[config.mk]
export PLATFORM = sky130hd
export DESIGN_NAME = reset_supervisor_watchdog
export DESIGN_NICKNAME = d
export VERILOG_FILES = /design/src/supervisor_pkg.sv /design/src/reset_supervisor_watchdog.sv
export SDC_FILE = /design/constraint.sdc
export NUM_CORES = 1
export LEC_CHECK = 0
export ABC_AREA = 1
export BUFFER_PORTS_ARGS = -buffer_cell sky130_fd_sc_hd__buf_2
export CAP_MARGIN = 20
export CORE_ASPECT_RATIO = 0.8
export CORE_MARGIN = 1.5
export CORE_UTILIZATION = 35
export CTS_CLUSTER_DIAMETER = 40
export CTS_CLUSTER_SIZE = 12
export DETAILED_ROUTE_END_ITERATION = 7
export HOLD_SLACK_MARGIN = 0.03
export PLACE_DENSITY = 0.54
export SETUP_SLACK_MARGIN = 0.5
export SLEW_MARGIN = 40
export SYNTH_ARGS = -nofsm -noshare
export SYNTH_HDL_FRONTEND = slang
export SYNTH_SLANG_ARGS = --single-unit
[constraint.sdc]
create_clock -name sys_clk -period 4.7 [get_ports sys_clk]
set_input_delay 0.705 -clock sys_clk [delete_from_list [all_inputs] [get_ports sys_clk]]
set_output_delay 0.705 -clock sys_clk [all_outputs]
set_load 0.02 [all_outputs]
[src/supervisor_pkg.sv]
// Shared constants and types for the reset supervisor and watchdog.
// Assumes a single 40 MHz system clock drives every consumer.
package supervisor_pkg;

  // ----------------------------------------------------------------
  // Clock and timebase
  // ----------------------------------------------------------------
  localparam int unsigned CLK_HZ = 40000000;            // System clock rate
  localparam int unsigned TICK_US = 1000;               // Timebase tick, in us
  localparam int unsigned TICK_CYCLES = (CLK_HZ / 1000000) * TICK_US;  // Cycles per tick

  // ----------------------------------------------------------------
  // Interval lengths, in milliseconds
  // ----------------------------------------------------------------
  localparam int unsigned CNT_W = 12;                   // Millisecond counter width
  localparam logic [11:0] RESET_HOLD_MS = 12'h0fa;      // Reset active time, 250 ms
  localparam logic [11:0] DEBOUNCE_MS = 12'h0fa;        // Pushbutton debounce, 250 ms
  localparam logic [11:0] WD_250_MS = 12'h0fa;          // Period select 01
  localparam logic [11:0] WD_500_MS = 12'h1f4;          // Period select 10
  localparam logic [11:0] WD_1000_MS = 12'h3e8;         // Period select 11

  // ----------------------------------------------------------------
  // Watchdog register layout
  // ----------------------------------------------------------------
  localparam int unsigned PSEL_LO_BIT = 0;              // Low period-select bit
  localparam int unsigned PSEL_HI_BIT = 1;              // High period-select bit
  localparam logic [1:0] PSEL_OFF = 2'h0;               // Watchdog disabled
  localparam logic [1:0] PSEL_250 = 2'h1;
  localparam logic [1:0] PSEL_500 = 2'h2;
  localparam logic [1:0] PSEL_1000 = 2'h3;
  localparam logic [1:0] PSEL_RESET = 2'h3;             // Power-up selection
  localparam logic [5:0] FIXED_ZERO = 6'h00;            // Bits 7..2

  // Register write port carried as one bundle
  typedef struct packed {
    logic en;          // One-cycle write strobe
    logic [7:0] data;  // Byte to write
  } reg_write_type;

  // Supervisor sequence, Gray-coded along power-up, run, button path
  typedef enum logic [2:0] {
    ST_PWR_HOLD = 3'h0,
    ST_RUN = 3'h1,
    ST_PB_DEBOUNCE = 3'h3,
    ST_PB_WAIT = 3'h2,
    ST_HOLD = 3'h6
  } sup_state_type;

endpackage

[src/reset_supervisor_watchdog.sv]
// Reset supervisor: power-fail hold, pushbutton debounce and watchdog,
// driving a shared active-low reset line.
// Assumes an external pull-up on the reset line and a 40 MHz sys_clk.
//
// Summary of operation
// Power-fail indication forces reset active.
// Hold reset 250 ms after power recovers.
// Oscillator disabled adds startup time to hold.
// Watch reset line for falling edge when idle.
// On edge, pull low, start 250 ms debounce.
// After debounce, wait for line release if low.
// On release, hold line low 250 ms.
// Period select: 01=250, 10=500, 11=1000 ms.
// Period select 00 disables the watchdog.
// Watchdog counts only while reset is inactive.
// Power-up selects 1000 ms, watchdog enabled.
// Strobe falling edge restarts full period.
// Watchdog expiry drives reset for 250 ms.
// Processor strobes within minimum selected period.
// Period select in bits 1..0, others zero.
// Fixed-zero bits always read as zero.
// Write-lock set ignores register writes.
// All intervals count a millisecond tick.
// Reset line only pulled low, never high.
`timescale 1ns/10ps

module reset_supervisor_watchdog #(
  parameter int unsigned TICK_CYC = supervisor_pkg::TICK_CYCLES,  // Cycles per ms tick
  parameter logic [11:0] OSC_START_MS = 12'h00a  // Oscillator startup allowance, arbitrary
) (
  input wire logic sys_clk,
  input wire logic arst_n,
  input wire logic clkEn,                        // Freezes all state when low
  input wire logic powerFail,                    // Supply monitor, high = below trip
  input wire logic osc_disable,                  // Oscillator-disable control bit
  input wire logic wrLock,                       // Write-lock control bit
  input wire logic wd_strobe_in,                 // Watchdog strobe pin
  input wire logic rstLineIn,                    // Level seen on reset line
  input wire supervisor_pkg::reg_write_type regWr, // Watchdog register write
  output logic [7:0] regRdData,                  // Watchdog register readback
  output logic rstLineOut,                       // Reset line drive level
  output logic rstLineOe_n,                      // Low while pulling line low
  output logic resetActive                       // Supervisor holds reset
);
  import supervisor_pkg::*;

  // ----------------------------------------------------------------
  // Input synchronisers
  // ----------------------------------------------------------------
  localparam int unsigned NSYNC = 3;             // Asynchronous inputs
  localparam int unsigned IDX_PF = 0;
  localparam int unsigned IDX_ST = 1;
  localparam int unsigned IDX_LN = 2;
  // Strobe and line idle high; supply assumed failed until seen good
  localparam logic [NSYNC-1:0] SYNC_RST = 3'h7;

  logic [NSYNC-1:0] rawIn;                        // Pin levels
  logic [NSYNC-1:0] filt_reg;                     // Accepted levels
  logic [NSYNC-1:0] filtPrev_reg;                 // Previous accepted levels
  assign rawIn = {rstLineIn, wd_strobe_in, powerFail};

  // Three stages; a change counts once stages two and three agree
  for (genvar i = 0; i < NSYNC; i++) begin : g_sync
    logic s1_reg;
    logic s2_reg;
    logic s3_reg;
    always_ff @(posedge sys_clk or negedge arst_n) begin
      if (!arst_n) begin
        // All stages start at the SYNC_RST level, idle for strobe and line, so no false edge follows reset
        s1_reg <= SYNC_RST[i];
        s2_reg <= SYNC_RST[i];
        s3_reg <= SYNC_RST[i];
        filt_reg[i] <= SYNC_RST[i];
        filtPrev_reg[i] <= SYNC_RST[i];
      end else if (clkEn) begin
        s1_reg <= rawIn[i];
        s2_reg <= s1_reg;
        s3_reg <= s2_reg;
        if (s2_reg == s3_reg) begin
          filt_reg[i] <= s3_reg;
        end
        filtPrev_reg[i] <= filt_reg[i];
      end
    end
  end

  // Named conditions on the filtered inputs
  wire pfActive = filt_reg[IDX_PF];
  wire strobeFall = filtPrev_reg[IDX_ST] & ~filt_reg[IDX_ST];
  wire lineFall = filtPrev_reg[IDX_LN] & ~filt_reg[IDX_LN];
  wire lineHigh = filt_reg[IDX_LN];

  // ----------------------------------------------------------------
  // Millisecond timebase
  // ----------------------------------------------------------------
  localparam int unsigned PRE_W = $clog2(TICK_CYC);
  localparam logic [PRE_W-1:0] PRE_LAST = PRE_W'(TICK_CYC - 1);

  logic [PRE_W-1:0] pre_reg;                      // Prescaler
  wire msTick = (pre_reg == PRE_LAST);            // One tick per ms

  // Free running; intervals may start up to one tick short
  always_ff @(posedge sys_clk or negedge arst_n) begin
    if (!arst_n) begin
      pre_reg <= '0;
    end else if (clkEn) begin
      pre_reg <= msTick ? '0 : pre_reg + 1'b1;
    end
  end

  // ----------------------------------------------------------------
  // Watchdog register
  // ----------------------------------------------------------------
  logic [1:0] psel_reg;                           // Period select field
  wire wrAccept = regWr.en & ~wrLock;             // Locked writes dropped
  wire [1:0] wrSel = {regWr.data[PSEL_HI_BIT], regWr.data[PSEL_LO_BIT]};
  // Select as it stands after this edge, so a write reloads with its own period
  wire [1:0] pselEff = wrAccept ? wrSel : psel_reg;

  // Power-up value enables the longest period
  always_ff @(posedge sys_clk or negedge arst_n) begin
    if (!arst_n) begin
      psel_reg <= PSEL_RESET;
      regRdData <= '0;
    end else if (clkEn) begin
      if (wrAccept) begin
        psel_reg <= wrSel;
      end
      regRdData <= {FIXED_ZERO, psel_reg};        // Upper bits forced zero
    end
  end

  // Selected period in ms
  logic [CNT_W-1:0] wdPeriod;
  always_comb begin
    case (pselEff)
      PSEL_250: wdPeriod = WD_250_MS;
      PSEL_500: wdPeriod = WD_500_MS;
      PSEL_1000: wdPeriod = WD_1000_MS;
      default: wdPeriod = '0;
    endcase
  end
  wire wdEnabled = (pselEff != PSEL_OFF);

  // Power-up hold, longer when the oscillator must start first
  wire [CNT_W-1:0] pwrHold = osc_disable ? CNT_W'(RESET_HOLD_MS + OSC_START_MS)
                                         : RESET_HOLD_MS;

  // ----------------------------------------------------------------
  // Supervisor sequence
  // ----------------------------------------------------------------
  sup_state_type state_reg;
  sup_state_type state_next;
  logic [CNT_W-1:0] cnt_reg;                      // Millisecond down counter
  logic [CNT_W-1:0] cnt_next;
  logic drive_next;                               // Pull the line low

  wire cntDone = (cnt_reg == '0);

  // Next state and counter; power fail overrides every state
  always_comb begin
    state_next = state_reg;
    cnt_next = (msTick && !cntDone) ? cnt_reg - 1'b1 : cnt_reg;
    if (pfActive) begin
      state_next = ST_PWR_HOLD;
      cnt_next = pwrHold;                         // Restart hold each fail cycle
    end else begin
      case (state_reg)
        ST_PWR_HOLD: begin
          if (cntDone) begin
            state_next = ST_RUN;
            cnt_next = wdPeriod;                  // Count starts at release
          end
        end
        ST_RUN: begin
          if (lineFall) begin
            state_next = ST_PB_DEBOUNCE;
            cnt_next = DEBOUNCE_MS;
          end else if (wdEnabled && (strobeFall || wrAccept)) begin
            cnt_next = wdPeriod;                  // Full period reload
          end else if (wdEnabled && cntDone) begin
            state_next = ST_HOLD;
            cnt_next = RESET_HOLD_MS;
          end else if (!wdEnabled) begin
            cnt_next = cnt_reg;                   // Disabled: no expiry
          end
        end
        ST_PB_DEBOUNCE: begin
          if (cntDone) begin
            state_next = ST_PB_WAIT;              // Release drive, sample line
          end
        end
        ST_PB_WAIT: begin
          if (lineHigh) begin
            state_next = ST_HOLD;                 // Button released
            cnt_next = RESET_HOLD_MS;
          end
        end
        ST_HOLD: begin
          if (cntDone) begin
            state_next = ST_RUN;
            cnt_next = wdPeriod;
          end
        end
        default: begin
          state_next = ST_PWR_HOLD;
          cnt_next = pwrHold;
        end
      endcase
    end
  end

  // Drive low in every holding state, never while waiting for release
  assign drive_next = (state_next != ST_RUN) && (state_next != ST_PB_WAIT);

  // State, counter and line drive
  always_ff @(posedge sys_clk or negedge arst_n) begin
    if (!arst_n) begin
      state_reg <= ST_PWR_HOLD;
      cnt_reg <= RESET_HOLD_MS;
      rstLineOe_n <= 1'b0;                        // Reset asserted from power-up
      resetActive <= 1'b1;
      rstLineOut <= 1'b0;
    end else if (clkEn) begin
      state_reg <= state_next;
      cnt_reg <= cnt_next;
      rstLineOe_n <= ~drive_next;
      resetActive <= drive_next | (state_next == ST_PB_WAIT);
      rstLineOut <= 1'b0;                         // Only ever pulls low
    end
  end

endmodule

After elaboration in Yosys (flattened, before gate mapping)
Cells that the tools add are included.
{"block": "classes", "addsub": 2, "multipliers": 0, "div_mod_pow": 0, "n_lt_le_gt_ge": 0, "n_eq_ne": 15, "shifts": 0, "mux": 21, "n_bitwise": 8, "n_reduce_logical": 14}
{"cell": "$mux 12", "n": 8}
{"cell": "$pmux 12 s4", "n": 1}
{"cell": "$pmux 10 s3", "n": 1}
{"cell": "$mux 3", "n": 7}
{"cell": "$add 16x1->16 const B", "n": 1}
{"cell": "$eq 16x16->1 const B", "n": 1}
{"cell": "$mux 16", "n": 1}
{"cell": "$logic_not 12->1", "n": 1}
{"cell": "$pmux 3 s4", "n": 1}
{"cell": "$sub 12x1->12 const B", "n": 1}
{"cell": "$eq 3x2->1 const B", "n": 3}
{"cell": "$mux 9", "n": 1}
{"cell": "$reduce_and 2->1", "n": 4}
{"cell": "$ne 6x6->1 const B", "n": 1}
{"cell": "$eq 2x2->1 const B", "n": 2}
{"cell": "$logic_and 1x1->1", "n": 4}
{"cell": "$not 1->1", "n": 4}
{"cell": "$and 1x1->1", "n": 3}
{"cell": "$eq 1x1->1", "n": 3}
{"cell": "$eq 3x1->1 const B", "n": 1}
{"cell": "$eq 3x3->1 const B", "n": 1}
{"cell": "$logic_not 3->1", "n": 1}
{"cell": "$ne 3x1->1 const B", "n": 1}
{"cell": "$ne 3x2->1 const B", "n": 1}
{"cell": "7 further kinds", "n": 7}
{"block": "word_totals", "reg_bits": 51, "latch_bits": 0, "ramBits": 0, "mem_bits_ro": 0, "input_bits": 17, "output_inout_bits": 11, "elab_cells": 81, "memories": 0}

Logic depth before layout (Yosys ltp)
Gate-level depths: netlist of the first run.
{"block": "logic_depth", "depth_word": 13, "ltp_mapped": 17}

Worst setup path after synthesis of the first run
OpenSTA, ideal clock, no wires.
{"block": "synth_timing", "path_kind": "in2reg", "startpoint": "in wrLock", "endpoint": "reg cnt_reg[0]", "t_arrival_ns": 2.355, "required_time_ns": 4.637, "path_slack_ns": 2.283, "stages": 14, "path_buffers": 0, "path_cell_list": "inv_1 -> nand2_1 -> o21ai_0 -> ha_1 -> inv_1 -> nand2_1 -> nand2_1 -> inv_1 -> nand2_1 -> nand3_1 -> inv_1 -> o21ai_0 -> nand2_1 -> inv_1"}
{"block": "synth_via", "elab_chain_cells": 10}
{"element": "from (decl)", "line_no": "reset_supervisor_watchdog.sv:36", "text": "input wire logic wrLock,"}
{"element": "$not 1->1 (*)", "line_no": "reset_supervisor_watchdog.sv:115", "text": "wire wrAccept = regWr.en & ~wrLock;"}
{"element": "$and 1x1->1 (*)", "line_no": "reset_supervisor_watchdog.sv:115"}
{"element": "$mux 2"}
{"element": "$reduce_bool 2->1", "line_no": "reset_supervisor_watchdog.sv:143", "text": "wire wdEnabled = (pselEff != PSEL_OFF);"}
{"element": "$logic_and 1x1->1", "line_no": "reset_supervisor_watchdog.sv:181", "text": "end else if (wdEnabled && cntDone) begin"}
{"element": "$mux 12", "line_no": "reset_supervisor_watchdog.sv:181"}
{"element": "$mux 12", "line_no": "reset_supervisor_watchdog.sv:179", "text": "end else if (wdEnabled && (strobeFall || wrAccept)) begin"}
{"element": "$mux 12", "line_no": "reset_supervisor_watchdog.sv:176", "text": "if (lineFall) begin"}
{"element": "$pmux 12 s4", "line_no": "reset_supervisor_watchdog.sv:168", "text": "case (state_reg)"}
{"element": "$mux 12", "line_no": "reset_supervisor_watchdog.sv:164", "text": "if (pfActive) begin"}
{"element": "to (signal assigned)", "line_no": "reset_supervisor_watchdog.sv:226", "text": "cnt_reg <= cnt_next;"}
{"element": "to (decl)", "line_no": "reset_supervisor_watchdog.sv:154", "text": "logic [CNT_W-1:0] cnt_reg;"}
Mark *: on every way between the ends. The rest lies on a longest branch, timed or not.
A chain may end at the register's enable or synchronous reset.

Worst setup path after layout of the first run
{"block": "layout_timing", "startpoint": "in wrLock", "endpoint": "reg cnt_reg[6]"}
{"block": "layout_via", "elab_chain_cells": 10}
{"element": "$not 1->1 (*)", "line_no": "reset_supervisor_watchdog.sv:115"}
{"element": "$and 1x1->1 (*)", "line_no": "reset_supervisor_watchdog.sv:115"}
{"element": "$mux 2 (*)"}
{"element": "via pselEff[1]", "line_no": "reset_supervisor_watchdog.sv:118", "text": "wire [1:0] pselEff = wrAccept ? wrSel : psel_reg;"}
{"element": "branches (longest 7 deep; another with $mux 12)"}
Mark *: on every way through the listed nets, which the timed path passes.

==> results.yml, run 1 <==
placement:
  post-place-cells: 606
  dp_slack_ps: 1760
  routabilityCongestion: 0.902
  postPlaceCellArea_um2: 3530
  port_buffers: 14
  dp_hpwl_um: 5580
global_route:
  grt_use_total: 0.159
  grt_pass1_wl_um: 13300
  grt_pass1_vias: 2824
  grt.overflow.total: 0
  antenna_found_initial: 0
  grt_max_degree: 52
yosys:
  yosys.area_share.adder: 0.0258
  synthFlopType: "dfrtp_1"
  synthMuxAreaShare: 0
  synth_cells: 483
  synth_xor_area_frac: 0.0310
  ys_types: 39
  ys_seq_area_frac: 0.384
  avgSynthCellArea_um2: 7.03
  syn_area_um2: 3390
  synth_seq_cells: 51
  yosys.area_share.simple: 0.352
  synth_compound_area_frac: 0.0973
  synth_edf_count: 0
  async_reset_ff_frac: 1.00
  yosysWarningCount: 0
  synth_top_family_by_area: "simple AND/OR/NAND/NOR gates"
detailed_routing:
  drc_errors: 0
  first_pass_iters: 5
  wl_per_cell_um: 12.1
  num_vias: 2904
  drt_wl_total_um: 7450
  drtIter0Drc: 134
  viasPerCell: 4.73
  ant_nets: 0
run:
  maxCapViolations: 0
critical_path:
  critPathMaxFanout: 12
  r2r_start: "psel_reg[1]$_DFFE_PN1P_"
  r2r-end: "cnt_reg[6]$_DFFE_PN1P_"
  critPathMaxStageDelay_ps: 400
  critPathBufInv: 4
  start_kind: "input pin"
  crit_path_end: "cnt_reg[6]$_DFFE_PN1P_"
  cp.depth: 11
  slowest_stage: "o21ai_0"
  crit_type: "input pin to register"
  reg2reg_setup_slack_ps: 2310
  crit_arrival_ps: 2860
  r2r_cells: 9
  crit_path_start: "wrLock"
  crit_family: "compound AO/OA/AOI/OAI gates"
  cp_data_required_time_ps: 4930
  cp-end-kind: "register"
  cp_common_cell: "inv_1"
  worstPathCellList: "buf_2, inv_1, nand2_1, o21ai_0, inv_1, ha_1, a31oi_4, inv_1, a21oi_2, nand2_1, o21ai_1"
finish:
  n_antenna_cell: 0
  finalNetCount: 522
  final_layout_size_suffix_gt1_frac: 0.150
  largest_reg_flops: 16
  area_growth_pct: 8.59
  final_cells: 614
  mostFrequentLayoutCells: "nand2_1 (163), inv_1 (62), nor2_1 (50)"
  postLayoutCoreUtil: 0.399
  n_fill_cell: 996
  final_cell_area_um2: 3690
  final_common_cell: "nand2_1"
sta:
  finalSetupViolCount: 0
  tightest_slew_ps: 649
  tns_ps: 0
  whs_ps: 470
  fmax_mhz: 380
  hold_viol: 0
  slew_viol_final: 0
  min_period_ps: 2630
  setup_slack_ps: 2070
  relSlewSlack: 0.567
  fin_skew_ps: 11.1
  period_share: 0.560
  rsz0062_at_grt: "false"
cts:
  cts_buffer_depth: 2
  cts_setup_buffers: 0
  path_clk_slew_ps: 80
  cts-root-buf: "clkbuf_16"
  htreeDepth: 2
  clk-insertion-delay-late_ps: 300
  cts_buffers: 5
  cts_hold_buffers: 0
  cts_sinks: 51
  cts_tree: "done"
  cts.repair.resized: 0
floorplanning:
  die-width_um: 113
  fp.dieH_um: 91.1
  die-area_um2: 10300
  std_cell_rows: 31
  boundaryPins: 28
  start_util: 0.368
  core_region_area_um2: 9230
min_path:
  holdPathStages: 2
  hp-class: "register to register"
power:
  vdd_drop_max_v: 0.000185
  finalPower_mw: 1.45
  power.leakage_nw: 1.85
  internal_power_uw: 898
  clock_power_share: 0.274
  switchingPower_uw: 552
  p_per_area_nw_per_um2: 393
  p_sw_frac: 0.381
  pwr-share-comb: 0.293
  seqPwrFrac: 0.433
run_status:
  status: "finished clean"
-- power by group through the flow --
stage	Sequential (mW)	Clock [mW]	Combinational, mW
after floorplan	0.616	0	0.339
after global routing	0.639	0.421	0.493
after global placement	0.633	0	0.420
after detailed placement	0.634	0	0.425
final	0.628	0.397	0.425
after CTS	0.627	0.407	0.427
-- worst min path at each step --
stage / start / to / slack [ps]
2_1_floorplan: arst_n / cnt_reg[0]$_DFFE_PN0P_ / 410
3_3_place_gp: g_sync[2].s1_reg$_DFFE_PN1P_ / g_sync[2].s1_reg$_DFFE_PN1P_ / 450
3_5_place_dp: g_sync[2].s3_reg$_DFFE_PN1P_ / g_sync[2].s3_reg$_DFFE_PN1P_ / 460
4_1_cts: g_sync[1].s2_reg$_DFFE_PN1P_ / g_sync[1].s2_reg$_DFFE_PN1P_ / 470
5_1_grt: g_sync[1].s2_reg$_DFFE_PN1P_ / g_sync[1].s2_reg$_DFFE_PN1P_ / 480
6_report: g_sync[1].s2_reg$_DFFE_PN1P_ / g_sync[1].s2_reg$_DFFE_PN1P_ / 470
-- per-layer routing --
| metal | GRT usage | up-vias | routed length, um |
|---|---|---|---|
| met5 | 0 | - | 0 |
| met4 | 0.0531 | 0 | 141 |
| met3 | 0.0227 | 12 | 241 |
| met2 | 0.237 | 46 | 3060 |
| met1 | 0.234 | 1326 | 4010 |
| li1 | - | 1520 | - |
-- worst register-to-register path: cells and delay by family (launching register included) --
kind | cells | cell delay [ps]
flops | 1 | 550
fa+ha+maj | 1 | 270
simple gates | 2 | 140
compound gates | 4 | 890
buf+inv | 2 | 470
-- cell usage after synthesis (3+ instances only) --
master | instances | share of area
o21ai_1 | 3 | 0.0044
a21oi_1 | 11 | 0.016
nor2_1 | 50 | 0.055
nand2_2 | 5 | 0.0092
clkbuf_1 | 3 | 0.0033
dfstp_2 | 23 | 0.18
nor3_1 | 7 | 0.010
xor2_1 | 10 | 0.026
clkbuf_8 | 3 | 0.012
inv_1 | 62 | 0.069
inv_2 | 3 | 0.0033
nor2_4 | 4 | 0.013
buf_4 | 7 | 0.015
nand4_1 | 6 | 0.011
ha_1 | 7 | 0.026
dfrtp_1 | 28 | 0.21
nor2_2 | 4 | 0.0074
nand2_1 | 163 | 0.18
nand3_1 | 28 | 0.041
o21ai_0 | 32 | 0.047
-- logic make-up (layout without fill, tap and decap cells) --
family,Yosys count,in the layout
adder cells (fa/ha/maj),7,7
AO/OA/AOI/OAI,55,55
buffers and inverters,81,91
other,1,7
XOR/XNOR,12,12
AND/OR/NAND/NOR,276,276
flip-flops,51,51
-- area by class of cell --
type                       instances  area [um^2]  share of cell area
clock inverter                     3         28.8             0.00781
timing repair buffer              17         92.6              0.0251
sequential                        51         1310               0.354
clock buffer                       5          125              0.0339
tap                              115          144              0.0390
multi-input combinational        357         1740               0.473
inverter                          66          248              0.0672
Power figures use the tool's default switching activity.
==> run 2: changes to the inputs <==
--- a/config.mk
+++ b/config.mk
@@ -5,7 +5,7 @@
 export SDC_FILE = /design/constraint.sdc
 export NUM_CORES = 1
 export LEC_CHECK = 0
-export ABC_AREA = 1
+export ABC_AREA = 0
 export BUFFER_PORTS_ARGS = -buffer_cell sky130_fd_sc_hd__buf_2
 export CAP_MARGIN = 20
 export CORE_ASPECT_RATIO = 0.8
@@ -15,7 +15,7 @@
 export CTS_CLUSTER_SIZE = 12
 export DETAILED_ROUTE_END_ITERATION = 7
 export HOLD_SLACK_MARGIN = 0.03
-export PLACE_DENSITY = 0.54
+export PLACE_DENSITY = 0.57
 export SETUP_SLACK_MARGIN = 0.5
 export SLEW_MARGIN = 40
 export SYNTH_ARGS = -nofsm -noshare
==> constraint.sdc (replaced) <==
create_clock -name sys_clk -period 2.2 [get_ports sys_clk]
set_input_delay 0.33 -clock sys_clk [delete_from_list [all_inputs] [get_ports sys_clk]]
set_output_delay 0.33 -clock sys_clk [all_outputs]
set_load 0.02 [all_outputs]
==> run 2 against run 1 <==
Effect of this change:
- the run now ends with setup timing left
- synthesized area fell by 8.8%
- setup slack got worse by 2200 ps
- clock skew fell by 1.2 ps
- routed wire length rose by 13%
- final cell count fell by 16%
- utilization rose by 11 points
- design area rose by 17%
- non-clock buffer count rose by 65
- register-to-register slack got worse by 2500 ps
- total power rose by 150%
- critical path type is now register to register
==> results.yml, run 2 <==
run_status:
  status: "finished, violations left"
  violations: "setup timing"
detailed_routing:
  viasPerCell: 5.33
  wl_per_cell_um: 16.2
  drc_errors: 0
  drt_wl_total_um: 8390
  ant_nets: 0
  num_vias: 2756
  first_pass_iters: 4
  drtIter0Drc: 202
floorplanning:
  std_cell_rows: 30
  fp.dieH_um: 87.1
  boundaryPins: 28
  core_region_area_um2: 8520
  die-width_um: 108
  start_util: 0.363
  die-area_um2: 9420
cts:
  cts_tree: "done"
  cts_sinks: 51
  clk-insertion-delay-late_ps: 320
  cts_buffers: 5
  htreeDepth: 2
  cts_buffer_depth: 2
  cts-root-buf: "clkbuf_8"
  path_clk_slew_ps: 110
sta:
  hold_viol: 0
  tns_ps: -398
  period_share: 1.07
  fin_skew_ps: 9.93
  rsz0062_at_grt: "true"
  whs_ps: 248
  finalSetupViolCount: 5
  setup_slack_ps: -144
  slew_viol_final: 0
  min_period_ps: 2340
  fmax_mhz: 427
yosys:
  ys_seq_area_frac: 0.421
  synth_edf_count: 0
  yosysTopAreaCell: "dfrtp_1"
  async_reset_ff_frac: 1.00
  synth_cells: 328
  synthFlopType: "dfrtp_1"
  synthTopCellsByCount: "dfrtp_1 (28), nand2_1 (24), nor2_1 (24), dfstp_2 (23), o21ai_0 (22)"
  avgSynthCellArea_um2: 9.44
  synth_seq_cells: 51
  syn_area_um2: 3100
  yosysMostFrequentCell: "dfrtp_1"
  yosysWarningCount: 0
  ys_types: 61
  synth.area.top_cells: "dfrtp_1 (23%), dfstp_2 (20%), mux2_2 (4.0%), o21ai_0 (3.6%), a21oi_1 (3.2%)"
  yosysTopAreaCellShare: 0.226
min_path:
  hp-class: "input pin to register"
critical_path:
  crit_arrival_ps: 2560
  crit_type: "register to register"
  cp_data_required_time_ps: 2420
  critPathMaxFanout: 2
  cp-end-kind: "register"
  start_kind: "register"
run:
  maxCapViolations: 0
power:
  finalPower_mw: 3.62
  power.leakage_nw: 1.77
  vdd_drop_max_v: 0.000520
  p_per_area_nw_per_um2: 837
placement:
  port_buffers: 14
  post-place-cells: 492
  routabilityCongestion: 0.904
  postPlaceCellArea_um2: 3820
  dp_slack_ps: -173
  dp_hpwl_um: 5960
finish:
  n_antenna_cell: 0
  postLayoutCoreUtil: 0.507
  final_cells: 517
  finalNetCount: 428
  mostFrequentLayoutCells: "buf_4 (56), dfrtp_1 (27), nand2_1 (23), dfstp_2 (23), nor2_1 (21)"
  final_layout_size_suffix_gt1_frac: 0.467
  final_cell_area_um2: 4320
  final_common_cell: "buf_4"
  n_fill_cell: 753
  area_growth_pct: 39.5
  largest_reg_flops: 16
global_route:
  grt_max_degree: 50
  grt_pass1_wl_um: 14100
  grt_use_total: 0.193
  grt_pass1_vias: 2703
  grt.overflow.total: 0
  antenna_found_initial: 0
run 2: cell count changes in the layout (fill, tap and decap cells not counted), moves of 7 or more:
cell	delta
buf_4	+53
buf_6	+10
xnor2_1	+8
mux2_2	+10
xor2_1	-7
nor2_1	-29
o21ai_0	-18
inv_1	-48
nand3_1	-22
nand2_1	-140
run 2: logic make-up (layout without fill, tap and decap cells):
| family | Yosys count | in the layout | share of synthesized area |
|---|---|---|---|
| AND/OR/NAND/NOR | 111 | 111 | 0.204 |
| other | 1 | 7 | 0.00121 |
| adder cells (fa/ha/maj) | 7 | 7 | 0.0283 |
| flip-flops | 51 | 51 | 0.421 |
| AO/OA/AOI/OAI | 91 | 91 | 0.194 |
| multiplexers | 16 | 16 | 0.0562 |
| buffers and inverters | 36 | 107 | 0.0529 |
| XOR/XNOR | 15 | 15 | 0.0424 |
run 2: worst paths after layout:
kind / to / startpoint / slack (ps) / cells after the start
max: cnt_reg[11]$_DFFE_PN0P_ / cnt_reg[1]$_DFFE_PN1P_ / -140 / 8
min: g_sync[1].s1_reg$_DFFE_PN1P_ / wd_strobe_in / 250 / 2
max reg2reg: cnt_reg[11]$_DFFE_PN0P_ / cnt_reg[1]$_DFFE_PN1P_ / -140 / 8
min reg2reg: g_sync[1].s3_reg$_DFFE_PN1P_ / g_sync[1].s3_reg$_DFFE_PN1P_ / 490 / 2
max in group asynchronous: filtPrev_reg[1]$_DFFE_PN1P_ / arst_n / 1350 / 3
min in group asynchronous: g_sync[1].s1_reg$_DFFE_PN1P_ / arst_n / 520 / 2
run 2: critical path: stages (launching register included):
cell and delay, ps:
dfstp_2 550, inv_2 40, ha_4 150, nor3b_4 150, and3_4 180, or4b_4 470
or4b_1 470, a31oi_1 170, o21ai_1 70
run 2: layout make-up:
cell class / instances / area, um^2 / area share
Inverter: 17 / 63.8 / 0.0148
Clock buffer: 5 / 68.8 / 0.0159
Tap cell: 112 / 140 / 0.0324
Clock inverter: 3 / 22.5 / 0.00521
Sequential cell: 51 / 1310 / 0.302
Timing Repair Buffer: 82 / 633 / 0.147
Multi-Input combinational cell: 247 / 2080 / 0.483
run 2: where the power goes:
| group | internal [mW] | switching, mW |
|---|---|---|
| clock network | 0.231 | 0.355 |
| registers | 1.23 | 0.184 |
| logic | 0.774 | 0.843 |
| total | 2.23 | 1.38 |
run 2: what timing repair did:
item                       in CTS  in global routing
buffers inserted                9                  7
pin swaps                      17                 17
setup endpoints to repair      23                 19
gates resized for setup        38                 19
hold endpoints to repair        2                  0
hold buffers                    1                  0
run 2: routing by layer:
metal	routed length (um)	part of all wire	track usage	vias up
met5	0	0	0	-
met3	384	0.046	0.0337	9
met4	112	0.013	0.0455	0
met2	3820	0.46	0.295	65
met1	4080	0.49	0.283	1336
li1	-	-	-	1346
